===== src/cin_consts.svh =====
`ifndef CIN_CONSTS_SVH
`define CIN_CONSTS_SVH

// ---------------------------------------------------------------
// Sizes and timing
// ---------------------------------------------------------------
`define CIN_NUM_INPUTS      16
`define CIN_CLK_MHZ         200
`define CIN_TICK_MS         10
`define CIN_TICK_CYCLES     (`CIN_TICK_MS * 1000 * `CIN_CLK_MHZ)
`define CIN_DELAY_MAX_S     60
`define CIN_DELAY_MAX_TICKS (`CIN_DELAY_MAX_S * 1000 / `CIN_TICK_MS)
`define CIN_AC_HOLD_TICKS   2'h2

// ---------------------------------------------------------------
// Register byte offsets
// ---------------------------------------------------------------
`define CIN_ADDR_CTRL       8'h00
`define CIN_ADDR_STATE      8'h04
`define CIN_ADDR_POLARITY   8'h08
`define CIN_ADDR_ON_EN      8'h0c
`define CIN_ADDR_OFF_EN     8'h10
`define CIN_ADDR_POPUP_EN   8'h14
`define CIN_ADDR_LATCH_SEL  8'h18
`define CIN_ADDR_EVT_STAT   8'h1c
`define CIN_ADDR_EVT_MASK   8'h20
`define CIN_ADDR_POPUP_STAT 8'h24
`define CIN_ADDR_ROUTE      8'h28
`define CIN_ADDR_DELAY_BASE 8'h40
`define CIN_ADDR_COUNT_BASE 8'h80

// ---------------------------------------------------------------
// Control register fields and reset values
// ---------------------------------------------------------------
`define CIN_CTRL_AC_BIT     0
`define CIN_CTRL_REL_BIT    1
`define CIN_CTRL_RELIN_BIT  2
`define CIN_CTRL_IDX_LSB    4
`define CIN_CTRL_IDX_MSB    7
`define CIN_RST_WORD        32'h0000_0000
`define CIN_RST_DELAY       13'h0000
`define CIN_RST_COUNT       16'h0000

// ---------------------------------------------------------------
// AXI responses
// ---------------------------------------------------------------
`define CIN_RESP_OKAY       2'h0
`define CIN_RESP_SLVERR     2'h2

`endif


===== src/cin_pkg.sv =====
package cin_pkg;

	// Per-input configuration handed to each filter.
	typedef struct packed {
		logic        ac;       // Common ac energisation mode.
		logic        pol_nc;   // 1 means closed at rest.
		logic [12:0] delay;    // Qualification delay in 10 ms ticks.
	} chan_cfg_t;

	// One-cycle edge pulses of a conditioned input.
	typedef struct packed {
		logic act;             // Active edge taken.
		logic inact;           // Inactive edge taken.
	} edge_t;

	// Register write request from the bus slave.
	typedef struct packed {
		logic        en;       // One-cycle write strobe.
		logic [7:0]  addr;     // Byte address.
		logic [31:0] data;     // Write data.
		logic [3:0]  strb;     // Byte enables.
	} wreq_t;

endpackage : cin_pkg


===== src/axil_slave.sv =====
`timescale 1ns/10ps
`include "cin_consts.svh"

// AXI4-Lite slave that turns bus traffic into register strobes.
module axil_slave (
	input  wire logic        clk_sys,
	input  wire logic        rst_b,
	input  wire logic [7:0]  s_awaddr,
	input  wire logic        s_awvalid,
	output logic             s_awready,
	input  wire logic [31:0] s_wdata,
	input  wire logic [3:0]  s_wstrb,
	input  wire logic        s_wvalid,
	output logic             s_wready,
	output logic [1:0]       s_bresp,
	output logic             s_bvalid,
	input  wire logic        s_bready,
	input  wire logic [7:0]  s_araddr,
	input  wire logic        s_arvalid,
	output logic             s_arready,
	output logic [31:0]      s_rdata,
	output logic [1:0]       s_rresp,
	output logic             s_rvalid,
	input  wire logic        s_rready,
	output cin_pkg::wreq_t   wr,
	input  wire logic        wr_ok,
	output logic             rd_en,
	output logic [7:0]       rd_addr,
	input  wire logic [31:0] rd_data,
	input  wire logic        rd_ok
);

	// ---------------------------------------------------------------
	// Write path
	// ---------------------------------------------------------------
	logic [7:0]  aw_addr_q;  // Held write address.
	logic        aw_full_q;  // Write address captured.
	logic [31:0] w_data_q;   // Held write data.
	logic [3:0]  w_strb_q;   // Held byte enables.
	logic        w_full_q;   // Write data captured.
	wire         aw_hs;      // Address handshake.
	wire         w_hs;       // Data handshake.
	wire         do_wr;      // Both halves present, commit now.

	assign aw_hs   = s_awvalid & s_awready;
	assign w_hs    = s_wvalid & s_wready;
	assign do_wr   = aw_full_q & w_full_q & ~s_bvalid;
	assign wr.en   = do_wr;
	assign wr.addr = aw_addr_q;
	assign wr.data = w_data_q;
	assign wr.strb = w_strb_q;

	// Address and data are taken in either order, once per write.
	always_ff @(posedge clk_sys) begin
		if (!rst_b) begin
			aw_addr_q <= 8'h00;
			aw_full_q <= 1'b0;
			w_data_q  <= 32'h0000_0000;
			w_strb_q  <= 4'h0;
			w_full_q  <= 1'b0;
			s_awready <= 1'b1;
			s_wready  <= 1'b1;
			s_bvalid  <= 1'b0;
			s_bresp   <= `CIN_RESP_OKAY;
		end else begin
			if (aw_hs) begin
				aw_addr_q <= s_awaddr;
				aw_full_q <= 1'b1;
				s_awready <= 1'b0;
			end
			if (w_hs) begin
				w_data_q <= s_wdata;
				w_strb_q <= s_wstrb;
				w_full_q <= 1'b1;
				s_wready <= 1'b0;
			end
			if (do_wr) begin
				aw_full_q <= 1'b0;
				w_full_q  <= 1'b0;
				s_bvalid  <= 1'b1;
				s_bresp   <= wr_ok ? `CIN_RESP_OKAY : `CIN_RESP_SLVERR;
			end else if (s_bvalid && s_bready) begin
				s_bvalid  <= 1'b0;
				s_awready <= 1'b1;
				s_wready  <= 1'b1;
			end
		end
	end

	// ---------------------------------------------------------------
	// Read path
	// ---------------------------------------------------------------
	assign rd_en   = s_arvalid & s_arready;
	assign rd_addr = s_araddr;

	// Data is sampled at the address handshake and held until taken.
	always_ff @(posedge clk_sys) begin
		if (!rst_b) begin
			s_arready <= 1'b1;
			s_rvalid  <= 1'b0;
			s_rdata   <= 32'h0000_0000;
			s_rresp   <= `CIN_RESP_OKAY;
		end else if (rd_en) begin
			s_arready <= 1'b0;
			s_rvalid  <= 1'b1;
			s_rdata   <= rd_ok ? rd_data : 32'h0000_0000;
			s_rresp   <= rd_ok ? `CIN_RESP_OKAY : `CIN_RESP_SLVERR;
		end else if (s_rvalid && s_rready) begin
			s_rvalid  <= 1'b0;
			s_arready <= 1'b1;
		end
	end

endmodule : axil_slave


===== src/contact_filter.sv =====
`timescale 1ns/10ps
`include "cin_consts.svh"

// Qualifies one synchronised contact level into a conditioned state.
module contact_filter (
	input  wire logic              clk_sys,
	input  wire logic              rst_b,
	input  wire logic              tick,
	input  wire logic              raw,
	input  wire cin_pkg::chan_cfg_t cfg,
	output logic                   state_q,
	output cin_pkg::edge_t         edge_q
);

	// ---------------------------------------------------------------
	// Level shaping
	// ---------------------------------------------------------------
	logic [1:0]  hold_q;     // Ac stretch counter in ticks.
	logic [12:0] cnt_q;      // Ticks the level has differed.
	wire         eff;        // Level after ac stretching.
	wire         act_lvl;    // Level in active sense.
	wire         differ;     // Qualified state disagrees with level.
	wire [12:0]  cnt_inc;    // Tick count plus one.
	wire         expire;     // Level held for the full delay.

	// An ac-fed detector drops out each half cycle, so hold it high.
	assign eff     = raw | (cfg.ac && (hold_q != 2'h0));
	// Closed-at-rest inverts the sense, so a falling edge is active.
	assign act_lvl = eff ^ cfg.pol_nc;
	assign differ  = act_lvl != state_q;
	assign cnt_inc = cnt_q + 13'h0001;
	// The same delay serves both directions; zero passes at once.
	assign expire  = differ && ((cfg.delay == 13'h0000) ||
		(tick && (cnt_inc >= cfg.delay)));

	// The ac stretch reloads on every high sample.
	always_ff @(posedge clk_sys) begin
		if (!rst_b) begin
			hold_q <= 2'h0;
		end else if (raw) begin
			hold_q <= `CIN_AC_HOLD_TICKS;
		end else if (tick && (hold_q != 2'h0)) begin
			hold_q <= hold_q - 2'h1;
		end
	end

	// ---------------------------------------------------------------
	// Qualification timer
	// ---------------------------------------------------------------
	// Any return to the old level restarts the stability count.
	always_ff @(posedge clk_sys) begin
		if (!rst_b) begin
			cnt_q <= 13'h0000;
		end else if (!differ || expire) begin
			cnt_q <= 13'h0000;
		end else if (tick) begin
			cnt_q <= cnt_inc;
		end
	end

	// The state moves and reports the edge it took.
	always_ff @(posedge clk_sys) begin
		if (!rst_b) begin
			state_q <= 1'b0;
			edge_q  <= '0;
		end else begin
			state_q <= expire ? act_lvl : state_q;
			edge_q.act   <= expire & act_lvl;
			edge_q.inact <= expire & ~act_lvl;
		end
	end

endmodule : contact_filter


===== src/contact_input_conditioner.sv =====
// How it works
// - Sixteen inputs, each with own settings.
// - Conditioned state reads 1 active, 0 inactive.
// - Open at rest: rising edge is active.
// - Closed at rest: falling edge is active.
// - One delay, up to sixty seconds, both directions.
// - Enabled active edge raises an event.
// - Separately enabled inactive edge raises event.
// - Pop-up setting requests alarm on active edge.
// - Sixteen-bit active-edge counter, writable by software.
// - Common ac or dc mode for inputs.
// - States route to outputs, latched or unlatched.
// - Unlatched follows; latched holds after release.
// - One common release clears all latched outputs.
//
// The AXI4-Lite slave port and the address map were left to the implementer.
`timescale 1ns/10ps
`include "cin_consts.svh"

module contact_input_conditioner #(
	parameter int unsigned TICK_CYCLES = `CIN_TICK_CYCLES
) (
	input  wire logic        clk_sys,
	input  wire logic        rst_b,
	input  wire logic [15:0] contact_input_raw,
	input  wire logic        release_in,
	input  wire logic [7:0]  s_awaddr,
	input  wire logic        s_awvalid,
	output logic             s_awready,
	input  wire logic [31:0] s_wdata,
	input  wire logic [3:0]  s_wstrb,
	input  wire logic        s_wvalid,
	output logic             s_wready,
	output logic [1:0]       s_bresp,
	output logic             s_bvalid,
	input  wire logic        s_bready,
	input  wire logic [7:0]  s_araddr,
	input  wire logic        s_arvalid,
	output logic             s_arready,
	output logic [31:0]      s_rdata,
	output logic [1:0]       s_rresp,
	output logic             s_rvalid,
	input  wire logic        s_rready,
	output logic [15:0]      contact_input_state_q,
	output logic [15:0]      route_q,
	output logic             popup_q,
	output logic             irq_q
);

	// ---------------------------------------------------------------
	// Helpers
	// ---------------------------------------------------------------
	// Merges a write word into an old word under byte enables.
	function automatic logic [31:0] merge(input logic [31:0] old,
		input logic [31:0] data, input logic [3:0] strb);
		logic [31:0] res;
		res = old;
		for (int b = 0; b < 4; b++) begin
			if (strb[b]) begin
				res[8*b +: 8] = data[8*b +: 8];
			end
		end
		return res;
	endfunction : merge

	// Tells whether an address falls in a sixteen-word array window.
	function automatic logic in_array(input logic [7:0] addr,
		input logic [7:0] base);
		return (addr[7:6] == base[7:6]) && (addr[1:0] == 2'h0);
	endfunction : in_array

	// ---------------------------------------------------------------
	// Bus slave
	// ---------------------------------------------------------------
	cin_pkg::wreq_t wr;        // Write strobe and payload.
	logic           wr_ok;     // Write address is mapped and writable.
	logic           rd_en;     // Read strobe.
	logic [7:0]     rd_addr;   // Read address.
	logic [31:0]    rd_data;   // Selected read word.
	logic           rd_ok;     // Read address is mapped.

	axil_slave u_bus (
		.clk_sys   (clk_sys),
		.rst_b     (rst_b),
		.s_awaddr  (s_awaddr),
		.s_awvalid (s_awvalid),
		.s_awready (s_awready),
		.s_wdata   (s_wdata),
		.s_wstrb   (s_wstrb),
		.s_wvalid  (s_wvalid),
		.s_wready  (s_wready),
		.s_bresp   (s_bresp),
		.s_bvalid  (s_bvalid),
		.s_bready  (s_bready),
		.s_araddr  (s_araddr),
		.s_arvalid (s_arvalid),
		.s_arready (s_arready),
		.s_rdata   (s_rdata),
		.s_rresp   (s_rresp),
		.s_rvalid  (s_rvalid),
		.s_rready  (s_rready),
		.wr        (wr),
		.wr_ok     (wr_ok),
		.rd_en     (rd_en),
		.rd_addr   (rd_addr),
		.rd_data   (rd_data),
		.rd_ok     (rd_ok)
	);

	// ---------------------------------------------------------------
	// Input synchronisers and tick divider
	// ---------------------------------------------------------------
	logic [16:0] sync1_q;     // First stage, read only by stage two.
	logic [16:0] sync2_q;     // Stable copy of pins and release.
	logic [20:0] tick_cnt_q;  // Cycles within one 10 ms tick.
	logic        tick_q;      // One-cycle 10 ms enable.

	// Two flip-flops tame the asynchronous pins.
	always_ff @(posedge clk_sys) begin
		if (!rst_b) begin
			sync1_q <= 17'h00000;
			sync2_q <= 17'h00000;
		end else begin
			sync1_q <= {release_in, contact_input_raw};
			sync2_q <= sync1_q;
		end
	end

	// The divider issues the tick that paces every delay.
	always_ff @(posedge clk_sys) begin
		if (!rst_b) begin
			tick_cnt_q <= 21'h000000;
			tick_q     <= 1'b0;
		end else if (tick_cnt_q == 21'(TICK_CYCLES - 1)) begin
			tick_cnt_q <= 21'h000000;
			tick_q     <= 1'b1;
		end else begin
			tick_cnt_q <= tick_cnt_q + 21'h000001;
			tick_q     <= 1'b0;
		end
	end

	// ---------------------------------------------------------------
	// Configuration registers
	// ---------------------------------------------------------------
	logic [31:0] ctrl_q;       // Mode, release and release source.
	logic [15:0] pol_q;        // Closed-at-rest selection.
	logic [15:0] on_en_q;      // Active edge event enables.
	logic [15:0] off_en_q;     // Inactive edge event enables.
	logic [15:0] popup_en_q;   // Alarm pop-up enables.
	logic [15:0] latch_q;      // Latched routing selection.
	logic [31:0] evt_mask_q;   // Interrupt mask, status layout.
	logic [12:0] delay_q [16]; // Per-input delay in ticks.
	wire  [31:0] wmerge;       // Merged write word, by address.
	wire  [12:0] delay_wr;     // Clamped delay from a write.
	wire  [3:0]  wr_idx;       // Array index of a write.
	wire         wr_delay;     // Write hits the delay array.
	wire         wr_count;     // Write hits the counter array.

	assign wr_idx   = wr.addr[5:2];
	assign wr_delay = wr.en && in_array(wr.addr, `CIN_ADDR_DELAY_BASE);
	assign wr_count = wr.en && in_array(wr.addr, `CIN_ADDR_COUNT_BASE);
	assign wmerge   = merge(rd_word(wr.addr), wr.data, wr.strb);
	// Values past sixty seconds are held at the ceiling.
	assign delay_wr = (wmerge > 32'(`CIN_DELAY_MAX_TICKS)) ?
		13'(`CIN_DELAY_MAX_TICKS) : wmerge[12:0];

	// The release request bit is a pulse and never stays set.
	always_ff @(posedge clk_sys) begin
		if (!rst_b) begin
			ctrl_q     <= `CIN_RST_WORD;
			pol_q      <= 16'h0000;
			on_en_q    <= 16'h0000;
			off_en_q   <= 16'h0000;
			popup_en_q <= 16'h0000;
			latch_q    <= 16'h0000;
			evt_mask_q <= `CIN_RST_WORD;
		end else begin
			ctrl_q[`CIN_CTRL_REL_BIT] <= 1'b0;
			if (wr.en) begin
				case (wr.addr)
					`CIN_ADDR_CTRL:      ctrl_q     <= wmerge & 32'h0000_00f7;
					`CIN_ADDR_POLARITY:  pol_q      <= wmerge[15:0];
					`CIN_ADDR_ON_EN:     on_en_q    <= wmerge[15:0];
					`CIN_ADDR_OFF_EN:    off_en_q   <= wmerge[15:0];
					`CIN_ADDR_POPUP_EN:  popup_en_q <= wmerge[15:0];
					`CIN_ADDR_LATCH_SEL: latch_q    <= wmerge[15:0];
					`CIN_ADDR_EVT_MASK:  evt_mask_q <= wmerge;
					default:             ctrl_q[`CIN_CTRL_REL_BIT] <= 1'b0;
				endcase
			end
		end
	end

	// ---------------------------------------------------------------
	// Per-input channels
	// ---------------------------------------------------------------
	logic [15:0]    state;     // Conditioned states.
	cin_pkg::edge_t edges [16]; // Edge pulses per input.
	logic [15:0]    act_e;     // Active edge pulses.
	logic [15:0]    inact_e;   // Inactive edge pulses.
	logic [15:0]    cnt_q [16]; // Active edge counters.

	genvar gi;
	generate
		for (gi = 0; gi < `CIN_NUM_INPUTS; gi++) begin : g_ch
			cin_pkg::chan_cfg_t cfg; // Settings for this input.

			assign cfg.ac     = ctrl_q[`CIN_CTRL_AC_BIT];
			assign cfg.pol_nc = pol_q[gi];
			assign cfg.delay  = delay_q[gi];
			assign act_e[gi]   = edges[gi].act;
			assign inact_e[gi] = edges[gi].inact;

			// Each input keeps its own timer and state.
			contact_filter u_filt (
				.clk_sys (clk_sys),
				.rst_b   (rst_b),
				.tick    (tick_q),
				.raw     (sync2_q[gi]),
				.cfg     (cfg),
				.state_q (state[gi]),
				.edge_q  (edges[gi])
			);

			// Delay store, written by software only.
			always_ff @(posedge clk_sys) begin
				if (!rst_b) begin
					delay_q[gi] <= `CIN_RST_DELAY;
				end else if (wr_delay && (wr_idx == 4'(gi))) begin
					delay_q[gi] <= delay_wr;
				end
			end

			// A software preset wins; the count wraps past its top.
			always_ff @(posedge clk_sys) begin
				if (!rst_b) begin
					cnt_q[gi] <= `CIN_RST_COUNT;
				end else if (wr_count && (wr_idx == 4'(gi))) begin
					cnt_q[gi] <= wmerge[15:0];
				end else if (act_e[gi]) begin
					cnt_q[gi] <= cnt_q[gi] + 16'h0001;
				end
			end
		end
	endgenerate

	// ---------------------------------------------------------------
	// Events, pop-up requests and interrupt
	// ---------------------------------------------------------------
	logic [31:0] evt_stat_q;   // Off edges high half, on edges low.
	logic [15:0] popup_stat_q; // Pending alarm pop-up requests.
	wire  [31:0] evt_set;      // New events this cycle.
	wire  [15:0] popup_set;    // New pop-up requests this cycle.
	wire  [31:0] evt_d;        // Next event status.
	wire  [15:0] popup_d;      // Next pop-up status.
	wire         rd_evt;       // Event status is being read.
	wire         rd_popup;     // Pop-up status is being read.

	// The counter wrap has no path into the event set.
	assign evt_set   = {inact_e & off_en_q, act_e & on_en_q};
	assign popup_set = act_e & popup_en_q;
	assign rd_evt    = rd_en && (rd_addr == `CIN_ADDR_EVT_STAT);
	assign rd_popup  = rd_en && (rd_addr == `CIN_ADDR_POPUP_STAT);
	// A read clears, but an edge in the same cycle survives it.
	assign evt_d     = (rd_evt ? 32'h0000_0000 : evt_stat_q) | evt_set;
	assign popup_d   = (rd_popup ? 16'h0000 : popup_stat_q) | popup_set;

	// Sticky status and the outputs gated from it.
	always_ff @(posedge clk_sys) begin
		if (!rst_b) begin
			evt_stat_q   <= `CIN_RST_WORD;
			popup_stat_q <= 16'h0000;
			irq_q        <= 1'b0;
			popup_q      <= 1'b0;
		end else begin
			evt_stat_q   <= evt_d;
			popup_stat_q <= popup_d;
			irq_q        <= |(evt_d & evt_mask_q);
			popup_q      <= |popup_d;
		end
	end

	// ---------------------------------------------------------------
	// Output routing with latches
	// ---------------------------------------------------------------
	wire        rel_input;     // Release taken from a chosen input.
	wire        release_all;   // Common release of every latch.
	wire [15:0] route_d;       // Next routed outputs.

	assign rel_input   = ctrl_q[`CIN_CTRL_RELIN_BIT] &&
		state[ctrl_q[`CIN_CTRL_IDX_MSB:`CIN_CTRL_IDX_LSB]];
	assign release_all = ctrl_q[`CIN_CTRL_REL_BIT] | rel_input |
		sync2_q[16];
	// A latched output holds until release; an active input wins.
	assign route_d = (latch_q & ((route_q & {16{~release_all}}) | state)) |
		(~latch_q & state);

	// Routed and plain states leave through flip-flops.
	always_ff @(posedge clk_sys) begin
		if (!rst_b) begin
			route_q               <= 16'h0000;
			contact_input_state_q <= 16'h0000;
		end else begin
			route_q               <= route_d;
			contact_input_state_q <= state;
		end
	end

	// ---------------------------------------------------------------
	// Read selection
	// ---------------------------------------------------------------
	// Returns the stored word at an address, zero when unmapped.
	function automatic logic [31:0] rd_word(input logic [7:0] a);
		logic [31:0] res;
		res = 32'h0000_0000;
		if (in_array(a, `CIN_ADDR_DELAY_BASE)) begin
			res = {19'h00000, delay_q[a[5:2]]};
		end else if (in_array(a, `CIN_ADDR_COUNT_BASE)) begin
			res = {16'h0000, cnt_q[a[5:2]]};
		end else begin
			case (a)
				`CIN_ADDR_CTRL:       res = ctrl_q;
				`CIN_ADDR_STATE:      res = {16'h0000, state};
				`CIN_ADDR_POLARITY:   res = {16'h0000, pol_q};
				`CIN_ADDR_ON_EN:      res = {16'h0000, on_en_q};
				`CIN_ADDR_OFF_EN:     res = {16'h0000, off_en_q};
				`CIN_ADDR_POPUP_EN:   res = {16'h0000, popup_en_q};
				`CIN_ADDR_LATCH_SEL:  res = {16'h0000, latch_q};
				`CIN_ADDR_EVT_STAT:   res = evt_stat_q;
				`CIN_ADDR_EVT_MASK:   res = evt_mask_q;
				`CIN_ADDR_POPUP_STAT: res = {16'h0000, popup_stat_q};
				`CIN_ADDR_ROUTE:      res = {16'h0000, route_q};
				default:              res = 32'h0000_0000;
			endcase
		end
		return res;
	endfunction : rd_word

	// Tells whether an address names a register.
	function automatic logic mapped(input logic [7:0] a);
		return in_array(a, `CIN_ADDR_DELAY_BASE) ||
			in_array(a, `CIN_ADDR_COUNT_BASE) ||
			((a <= `CIN_ADDR_ROUTE) && (a[1:0] == 2'h0));
	endfunction : mapped

	assign rd_data = rd_word(rd_addr);
	assign rd_ok   = mapped(rd_addr);
	// Status, state and routing words are read-only.
	assign wr_ok   = mapped(wr.addr) &&
		(wr.addr != `CIN_ADDR_STATE) &&
		(wr.addr != `CIN_ADDR_EVT_STAT) &&
		(wr.addr != `CIN_ADDR_POPUP_STAT) &&
		(wr.addr != `CIN_ADDR_ROUTE);

endmodule : contact_input_conditioner


===== config.mk =====
export PLATFORM = sky130hd
export DESIGN_NAME = contact_input_conditioner
export DESIGN_NICKNAME = d
export VERILOG_FILES = /design/src/cin_pkg.sv /design/src/axil_slave.sv /design/src/contact_filter.sv /design/src/contact_input_conditioner.sv
export VERILOG_INCLUDE_DIRS = /design/src
export SDC_FILE = /design/constraint.sdc
export NUM_CORES = 2
export LEC_CHECK = 0
export ABC_AREA = 0
export BUFFER_PORTS_ARGS = -buffer_cell sky130_fd_sc_hd__buf_2
export CAP_MARGIN = 20
export CORE_MARGIN = 2
export CORE_UTILIZATION = 30
export CTS_CLUSTER_SIZE = 16
export DETAILED_ROUTE_END_ITERATION = 10
export GPL_TIMING_DRIVEN = 0
export PLACE_DENSITY_LB_ADDON = 0.12
export SLEW_MARGIN = 20
export SYNTH_ARGS = -nofsm -noshare
export SYNTH_HDL_FRONTEND = slang
export SYNTH_SLANG_ARGS = --single-unit

===== constraint.sdc =====
create_clock -name clk_sys -period 4.9 [get_ports clk_sys]
set_input_delay 0.735 -clock clk_sys [delete_from_list [all_inputs] [get_ports clk_sys]]
set_output_delay 0.735 -clock clk_sys [all_outputs]
set_load 0.1 [all_outputs]

# ---- Word level (Yosys, flattened, before mapping)
# Memories as Yosys holds them, arrays and structs flattened. A register that Yosys moved wholly into a read port is not among the register bits.
# Cells that the tools add are included.
dict set report totals {
  ff_bits 632
  ram_bits 464
  input_bits 76
  wordCells 948
  memories 2
}
# memory depth width read_ports rd_clocked_by_memory_dff write_ports line_no
set memory_table {}
lappend memory_table {cnt_q 16 16 18 1 16 contact_input_conditioner.sv:202} ;# logic [15:0] cnt_q [16];
lappend memory_table {delay_q 16 13 18 1 16 contact_input_conditioner.sv:153} ;# logic [12:0] delay_q [16];
dict set report classes {
  n_addsub 49
  order_cmp 20
  n_eq_ne 60
  muxes 276
  n_bitwise 150
  n_reduce_logical 264
}
# op count
set op_table {}
lappend op_table {{one-hot mux 32 bit (11 select lines)} 2}
lappend op_table {{2-to-1 mux 16 bit} 33}
lappend op_table {{adder 16 x 1 -> 16 bit (second input constant)} 16}
lappend op_table {{2-to-1 mux 13 bit} 17}
lappend op_table {{adder 13 x 1 -> 13 bit (second input constant)} 16}
lappend op_table {{greater-or-equal comparator 13 bit} 16}
lappend op_table {{zero test 13 bit} 16}
lappend op_table {{2-to-1 mux 32 bit} 6}
lappend op_table {{2-to-1 mux 1 bit} 175}
lappend op_table {{logical AND 1 bit} 113}
lappend op_table {{bitwise AND 16 bit} 6}
lappend op_table {{2-to-1 mux 2 bit} 34}
lappend op_table {{nonzero test 2 bit} 34}
lappend op_table {{OR reduction 2 bit} 34}
lappend op_table {{OR 1 bit} 66}
lappend op_table {{== test 8 x 5 -> 1 bit (second input constant)} 8}
lappend op_table {{== test 8 x 6 -> 1 bit (second input constant)} 6}
lappend op_table {{OR 16 bit} 3}
lappend op_table {{bitwise AND 1 bit} 37}
lappend op_table {{logical OR 1 bit} 36}
lappend op_table {{bitwise AND 32 bit} 1}
lappend op_table {{== test 4 bit (second input constant)} 8}
lappend op_table {{== test 8 x 4 -> 1 bit (second input constant)} 4}
lappend op_table {{greater-than comparator 32 x 13 -> 1 bit (second input constant)} 1}
lappend op_table {{other kinds (30)} 131}

# ---- Logic depth before layout (Yosys ltp)
dict set report logic_depth {
  word_depth 10
  depth_mapped 17
}

# ---- Modules after synthesis
# From an unflattened synthesis, not the netlist that was laid out.
dict set report hier_totals {
  hier_cells 6836
  area_unflattened_um2 68010.2
}
# module n_inst cells_each area_per_inst_um2 seq_area_each_um2
set modules_own_cells {}
lappend modules_own_cells {contact_input_conditioner 1 3720 41688.7 19078.3}
lappend modules_own_cells {contact_filter 16 171 1435.1 360.3}
lappend modules_own_cells {axil_slave 1 380 3359.5 1701.6}

# ---- Least setup slack after synthesis
# No wires, ideal clock.
dict set report synth_path {
  kind {register to register}
  from {register g_ch[11].u_filt.cnt_q[0]}
  to {register g_ch[11].u_filt.cnt_q[10]}
  setup_time_ns 0.065
  arrival_ns 3.633
  required_time_ns 4.835
  slack_ns 1.202
  path_stages_with_launch 16
  n_path_buf 1
  synth_period_minus_slack_ns 3.698
  cell_sequence {dfxtp_1 > ha_1 > and3_1 > and3_1 > and3_1 > and3_1 > xor2_1 > ha_1 > and4_1 > a221o_1 > a21o_1 > a21o_1 > a221oi_1 > nand3_1 > clkbuf_1 > nor2_1}
}
dict set report synth_between {
  elab_chain_cells 7
}
# element line_no
set synth_rtl {}
lappend synth_rtl {{from (decl)} contact_filter.sv:19} ;# logic [12:0] cnt_q;
lappend synth_rtl {{from (signal assigned)} contact_filter.sv:57} ;# cnt_q <= cnt_inc;
lappend synth_rtl {{adder 13 x 1 -> 13 bit *} contact_filter.sv:31} ;# assign cnt_inc = cnt_q + 13'h0001;
lappend synth_rtl {{via g_ch[11].u_filt.cnt_inc[10]} contact_filter.sv:23} ;# wire [12:0] cnt_inc;
lappend synth_rtl {{greater-or-equal comparator 13 bit} contact_filter.sv:34} ;# (tick && (cnt_inc >= cfg.delay)));
lappend synth_rtl {{logical AND 1 bit} contact_filter.sv:34}
lappend synth_rtl {{logical OR 1 bit} contact_filter.sv:33} ;# assign expire = differ && ((cfg.delay == 13'h0000) ||
lappend synth_rtl {{logical AND 1 bit} contact_filter.sv:33}
lappend synth_rtl {{logical OR 1 bit} contact_filter.sv:54} ;# end else if (!differ || expire) begin
lappend synth_rtl {{OR reduction 2 bit (no source line)} -}
# Mark *: on every way through the listed nets, which the timed path passes. The rest lies on a longest branch.
# A chain may end at the register's enable or synchronous reset.

# ---- Worst setup path after layout
dict set report layout_path {
  from {input s_araddr[3]}
  to {register u_bus.s_rdata[13]}
}
dict set report layout_between {
  elab_chain_cells 5
}
# element line_no
set layout_rtl {}
lappend layout_rtl {{from (decl)} contact_input_conditioner.sv:37} ;# input wire logic [7:0] s_araddr,
lappend layout_rtl {{== test 8 x 6 -> 1 bit (tied with other cells)} contact_input_conditioner.sv:322} ;# case (a)
lappend layout_rtl {{one-hot mux 32 bit (11 select lines)} contact_input_conditioner.sv:322}
lappend layout_rtl {{2-to-1 mux 32 bit} contact_input_conditioner.sv:319} ;# end else if (in_array(a, `CIN_ADDR_COUNT_BASE)) begin
lappend layout_rtl {{2-to-1 mux 32 bit} contact_input_conditioner.sv:317} ;# if (in_array(a, `CIN_ADDR_DELAY_BASE)) begin
lappend layout_rtl {{2-to-1 mux 32 bit *} axil_slave.sv:106} ;# s_rdata <= rd_ok ? rd_data : 32'h0000_0000;
lappend layout_rtl {{to (signal assigned)} axil_slave.sv:106}
lappend layout_rtl {{to (decl)} axil_slave.sv:21} ;# output logic [31:0] s_rdata,
# Every way passes the cells marked *; elsewhere a longest branch is shown, timed or not.

==> flow_summary.json <==
{
  "status": "finished with violations",
  "violations": "setup timing",
  "p_seq_share_pct": 41.9,
  "wire_per_inst_um": 35.08,
  "overflow": 0,
  "grt_pass1_wl_um": 466200,
  "row_count": 170,
  "finalSetupViolCount": 35,
  "grtUsageTotal_pct": 30.75,
  "cts_tree": "yes",
  "max_slew_margin_pct": 12.21,
  "grt_start_max_net_pins": 20,
  "period_share_pct": 105.5,
  "max_cap_viol_count": 0,
  "worstPathMaxFanout": 10,
  "area_growth_pct": 15.98,
  "drc_errors": 0,
  "pin_count": 151,
  "power.density_nw_per_um2": 318.7,
  "die_x_um": 468.5,
  "drtPass1Iterations": 6,
  "post-place-cells": 9574,
  "ant_nets": 0,
  "worst_slew_pin_slew_ns": 1.312,
  "synthArstFlopShare_pct": 0,
  "synthDistinctLibCells": 94,
  "clk_path_buf_depth": 3,
  "cts_inserted_buffers": 142,
  "intPower_mw": 16.87,
  "yosys_warnings": 0,
  "ys_dominant_reg_cell": "dfxtp_1",
  "fin_cells": 9856,
  "grt_pass1_vias": 54980,
  "avgSynthCellArea_um2": 9.886,
  "via_count": 58150,
  "h-tree-depth": 4,
  "initial_core_util_pct": 30.16,
  "first_iter_violations": 7563,
  "p_leak_nw": 27.78,
  "rsz0062_at_grt": "yes",
  "final_max_slew_viol_count": 0,
  "synth-edff-count": 464,
  "end_kind": "flop",
  "p_switching_mw": 7.058,
  "crit_required_ns": 5.67,
  "ir_drop_v": 0.0002968,
  "core_area_um2": 214600,
  "r2r_slack_ns": -0.07,
  "via_per_inst": 5.900,
  "clock_latency_ns": 0.86,
  "cp-start-kind": "input pin",
  "setup_slack_ns": -0.2678,
  "fin_crit_ns": 5.168,
  "antenna_found_initial": 17,
  "root_buffer": "clkbuf_16",
  "crit_arrival_ns": 5.94,
  "drive_above_1_share_pct": 14.03,
  "synthSimpleGateAreaFrac_pct": 17.61,
  "synth-adder-area-share_pct": 4.968,
  "clk_pin_slew_ns": 0.06,
  "synthCells": 6548,
  "ys_seq_area_share_pct": 41.13,
  "yosys.area_share.xor_xnor_pct": 8.876,
  "fin_nets": 7228,
  "synth_seq_cells": 1098,
  "max_freq_mhz": 193.5,
  "setup_tns_ns": -1.546,
  "netSwitchingFraction_pct": 29.50,
  "synth_top_family_by_area": "simple AND/OR/NAND/NOR gates",
  "min_path_type": "in -> reg",
  "routed_wl_um": 345700,
  "critical_path_class": "in -> reg",
  "die_area_um2": 219500,
  "gp_congestion": 1.025,
  "p_clk_share_pct": 46.3,
  "hold_viol_final": 0,
  "syn-cell-area_um2": 64730,
  "cts_sinks": 1098,
  "die_y_um": 468.5,
  "synth_compound_area_share_pct": 12.06,
  "combPwrFrac_pct": 11.9,
  "num-fill-cells": 21930,
  "skew_ns": 0.04379,
  "synth_mux_area_share_pct": 10.62,
  "port_buffers": 141,
  "hpwl_um": 272500
}
layout by cell type (no fill, tap or decap), types with 84 or more instances in the layout:
cell	n
clkbuf_1	294
mux4_2	270
and3_1	166
o22ai_1	246
nand2_1	552
xor2_1	452
xnor2_1	204
nor4_1	95
edfxtp_1	464
dfxtp_1	633
and2_1	98
a22o_1	87
nand4_1	113
nor2_1	659
buf_2	203
inv_1	292
a22oi_1	91
nand3_1	182
o21ai_0	84
clkbuf_16	144
nor3_1	155
ha_1	257
a21oi_1	258
power groups by stage:
stage / combinational (mW) / sequential (mW) / clock, mW
4_1_cts: 2.74 / 10.0 / 11.2
2_1_floorplan: 1.31 / 10.1 / 0
6_report: 2.84 / 10.0 / 11.1
3_5_place_dp: 2.64 / 10.2 / 0
3_3_place_gp: 2.59 / 10.2 / 0
5_1_grt: 2.85 / 10.0 / 11.5
cell type report:
type                            instances  area [um^2]  share of cell area [%]
Sequential cell                      1098        26630                   35.47
Antenna cell                            6        15.01                 0.02000
Inverter                              295         1107                   1.475
Tap cell                             2838         3551                   4.730
Clock inverter                         77        935.9                   1.247
Buffer                                432         2095                   2.790
Timing Repair Buffer                  207         1405                   1.872
Clock buffer                          184         3894                   5.186
Multi-Input combinational cell       4719        35440                   47.21
state kept, by name, summed over array words and instances (netlist names), 17 cells and up, named ones only:
register,flops
evt_stat_q,32
g_ch.u_filt.hold_q,32
cnt_q,256
g_ch.u_filt.cnt_q,208
sync1_q,17
u_bus.s_rdata,32
u_bus.w_data_q,32
sync2_q,17
g_ch.u_filt.edge_q,32
evt_mask_q,32
tick_cnt_q,21
delay_q,208
critical path, cell delays in order:
cell      delay, ns
clkbuf_1       0.65
buf_2          0.65
buf_2          0.68
nand3b_1       0.24
nor2_2         0.63
clkbuf_1       0.82
a221oi_1       0.26
a31oi_1        0.65
o21ai_0        0.37
a21oi_1        0.22
worst paths after layout:
check	end	cells past startpoint	from
setup reg to reg	delay_q[5][12]	10	u_bus.aw_addr_q[2]
setup / recovery	u_bus.s_rdata[13]	10	s_araddr[3]
hold reg to reg	sync2_q[8]	1	sync1_q[8]
hold / removal	u_bus.s_wready	2	s_wvalid
cells by family after synthesis:
group | after synthesis
AOI/OAI and AO/OA | 1148
xor gates and xnor gates | 656
adders and majority gates | 257
buffers and inverters | 732
DFF | 1098
muxes | 346
other | 1
and+or+nand+nor | 2310
stage by stage:
step	power, mW	instance area, um^2	util [%]	setup slack, ns	hold slack, ns
3_3_place_gp	12.78	68990	32.15	-2.312	0.4235
6_report	23.93	75070	34.98	-0.2678	0.09030
4_1_cts	23.95	74970	34.93	0.0008216	0.04355
2_1_floorplan	11.38	64740	-	1.202	0.4119
5_1_grt	24.41	75060	34.98	-0.01412	0.08974
3_5_place_dp	12.83	69780	32.51	-1.551	0.4224
Yosys cell counts, drive strengths merged, types with 30 or more instances:
library cell	instances	area, um^2
xnor2	204	1787
nor2b	52	325.3
nand4	114	719.4
nor2	678	2575
ha	257	3216
and4	41	361.6
a22oi	91	683.2
nor3	158	790.8
o22ai	248	1564
a211oi	30	240.2
nand2	554	2079
clkbuf	308	1156
and3	166	1039
a221oi	34	297.8
dfxtp	634	12690
a21o	52	390.4
o21ai	104	524.3
nand3	182	910.9
o21a	55	412.9
nor4	112	803.3
xor2	452	3959
a21oi	260	1301
buf	129	800.8
a22o	87	762.0
mux2i	63	630.6
inv	293	1100
edfxtp	464	13930
mux4	271	6107
and2	101	631.9
metal layers:
layer	global-route usage [%]	routed length (um)
met1	40.77	145000
met3	7.448	30720
met5	0	37
met4	16.23	21590
met2	46.20	148400
timing repair:
item                                    CTS  global route
resized for setup                        58            27
endpoints found under the setup margin  474            98
setup buffers                            14             4
pin swaps                                 7             2
hold buffers                              0             0
(Power assumes the default switching activity.)
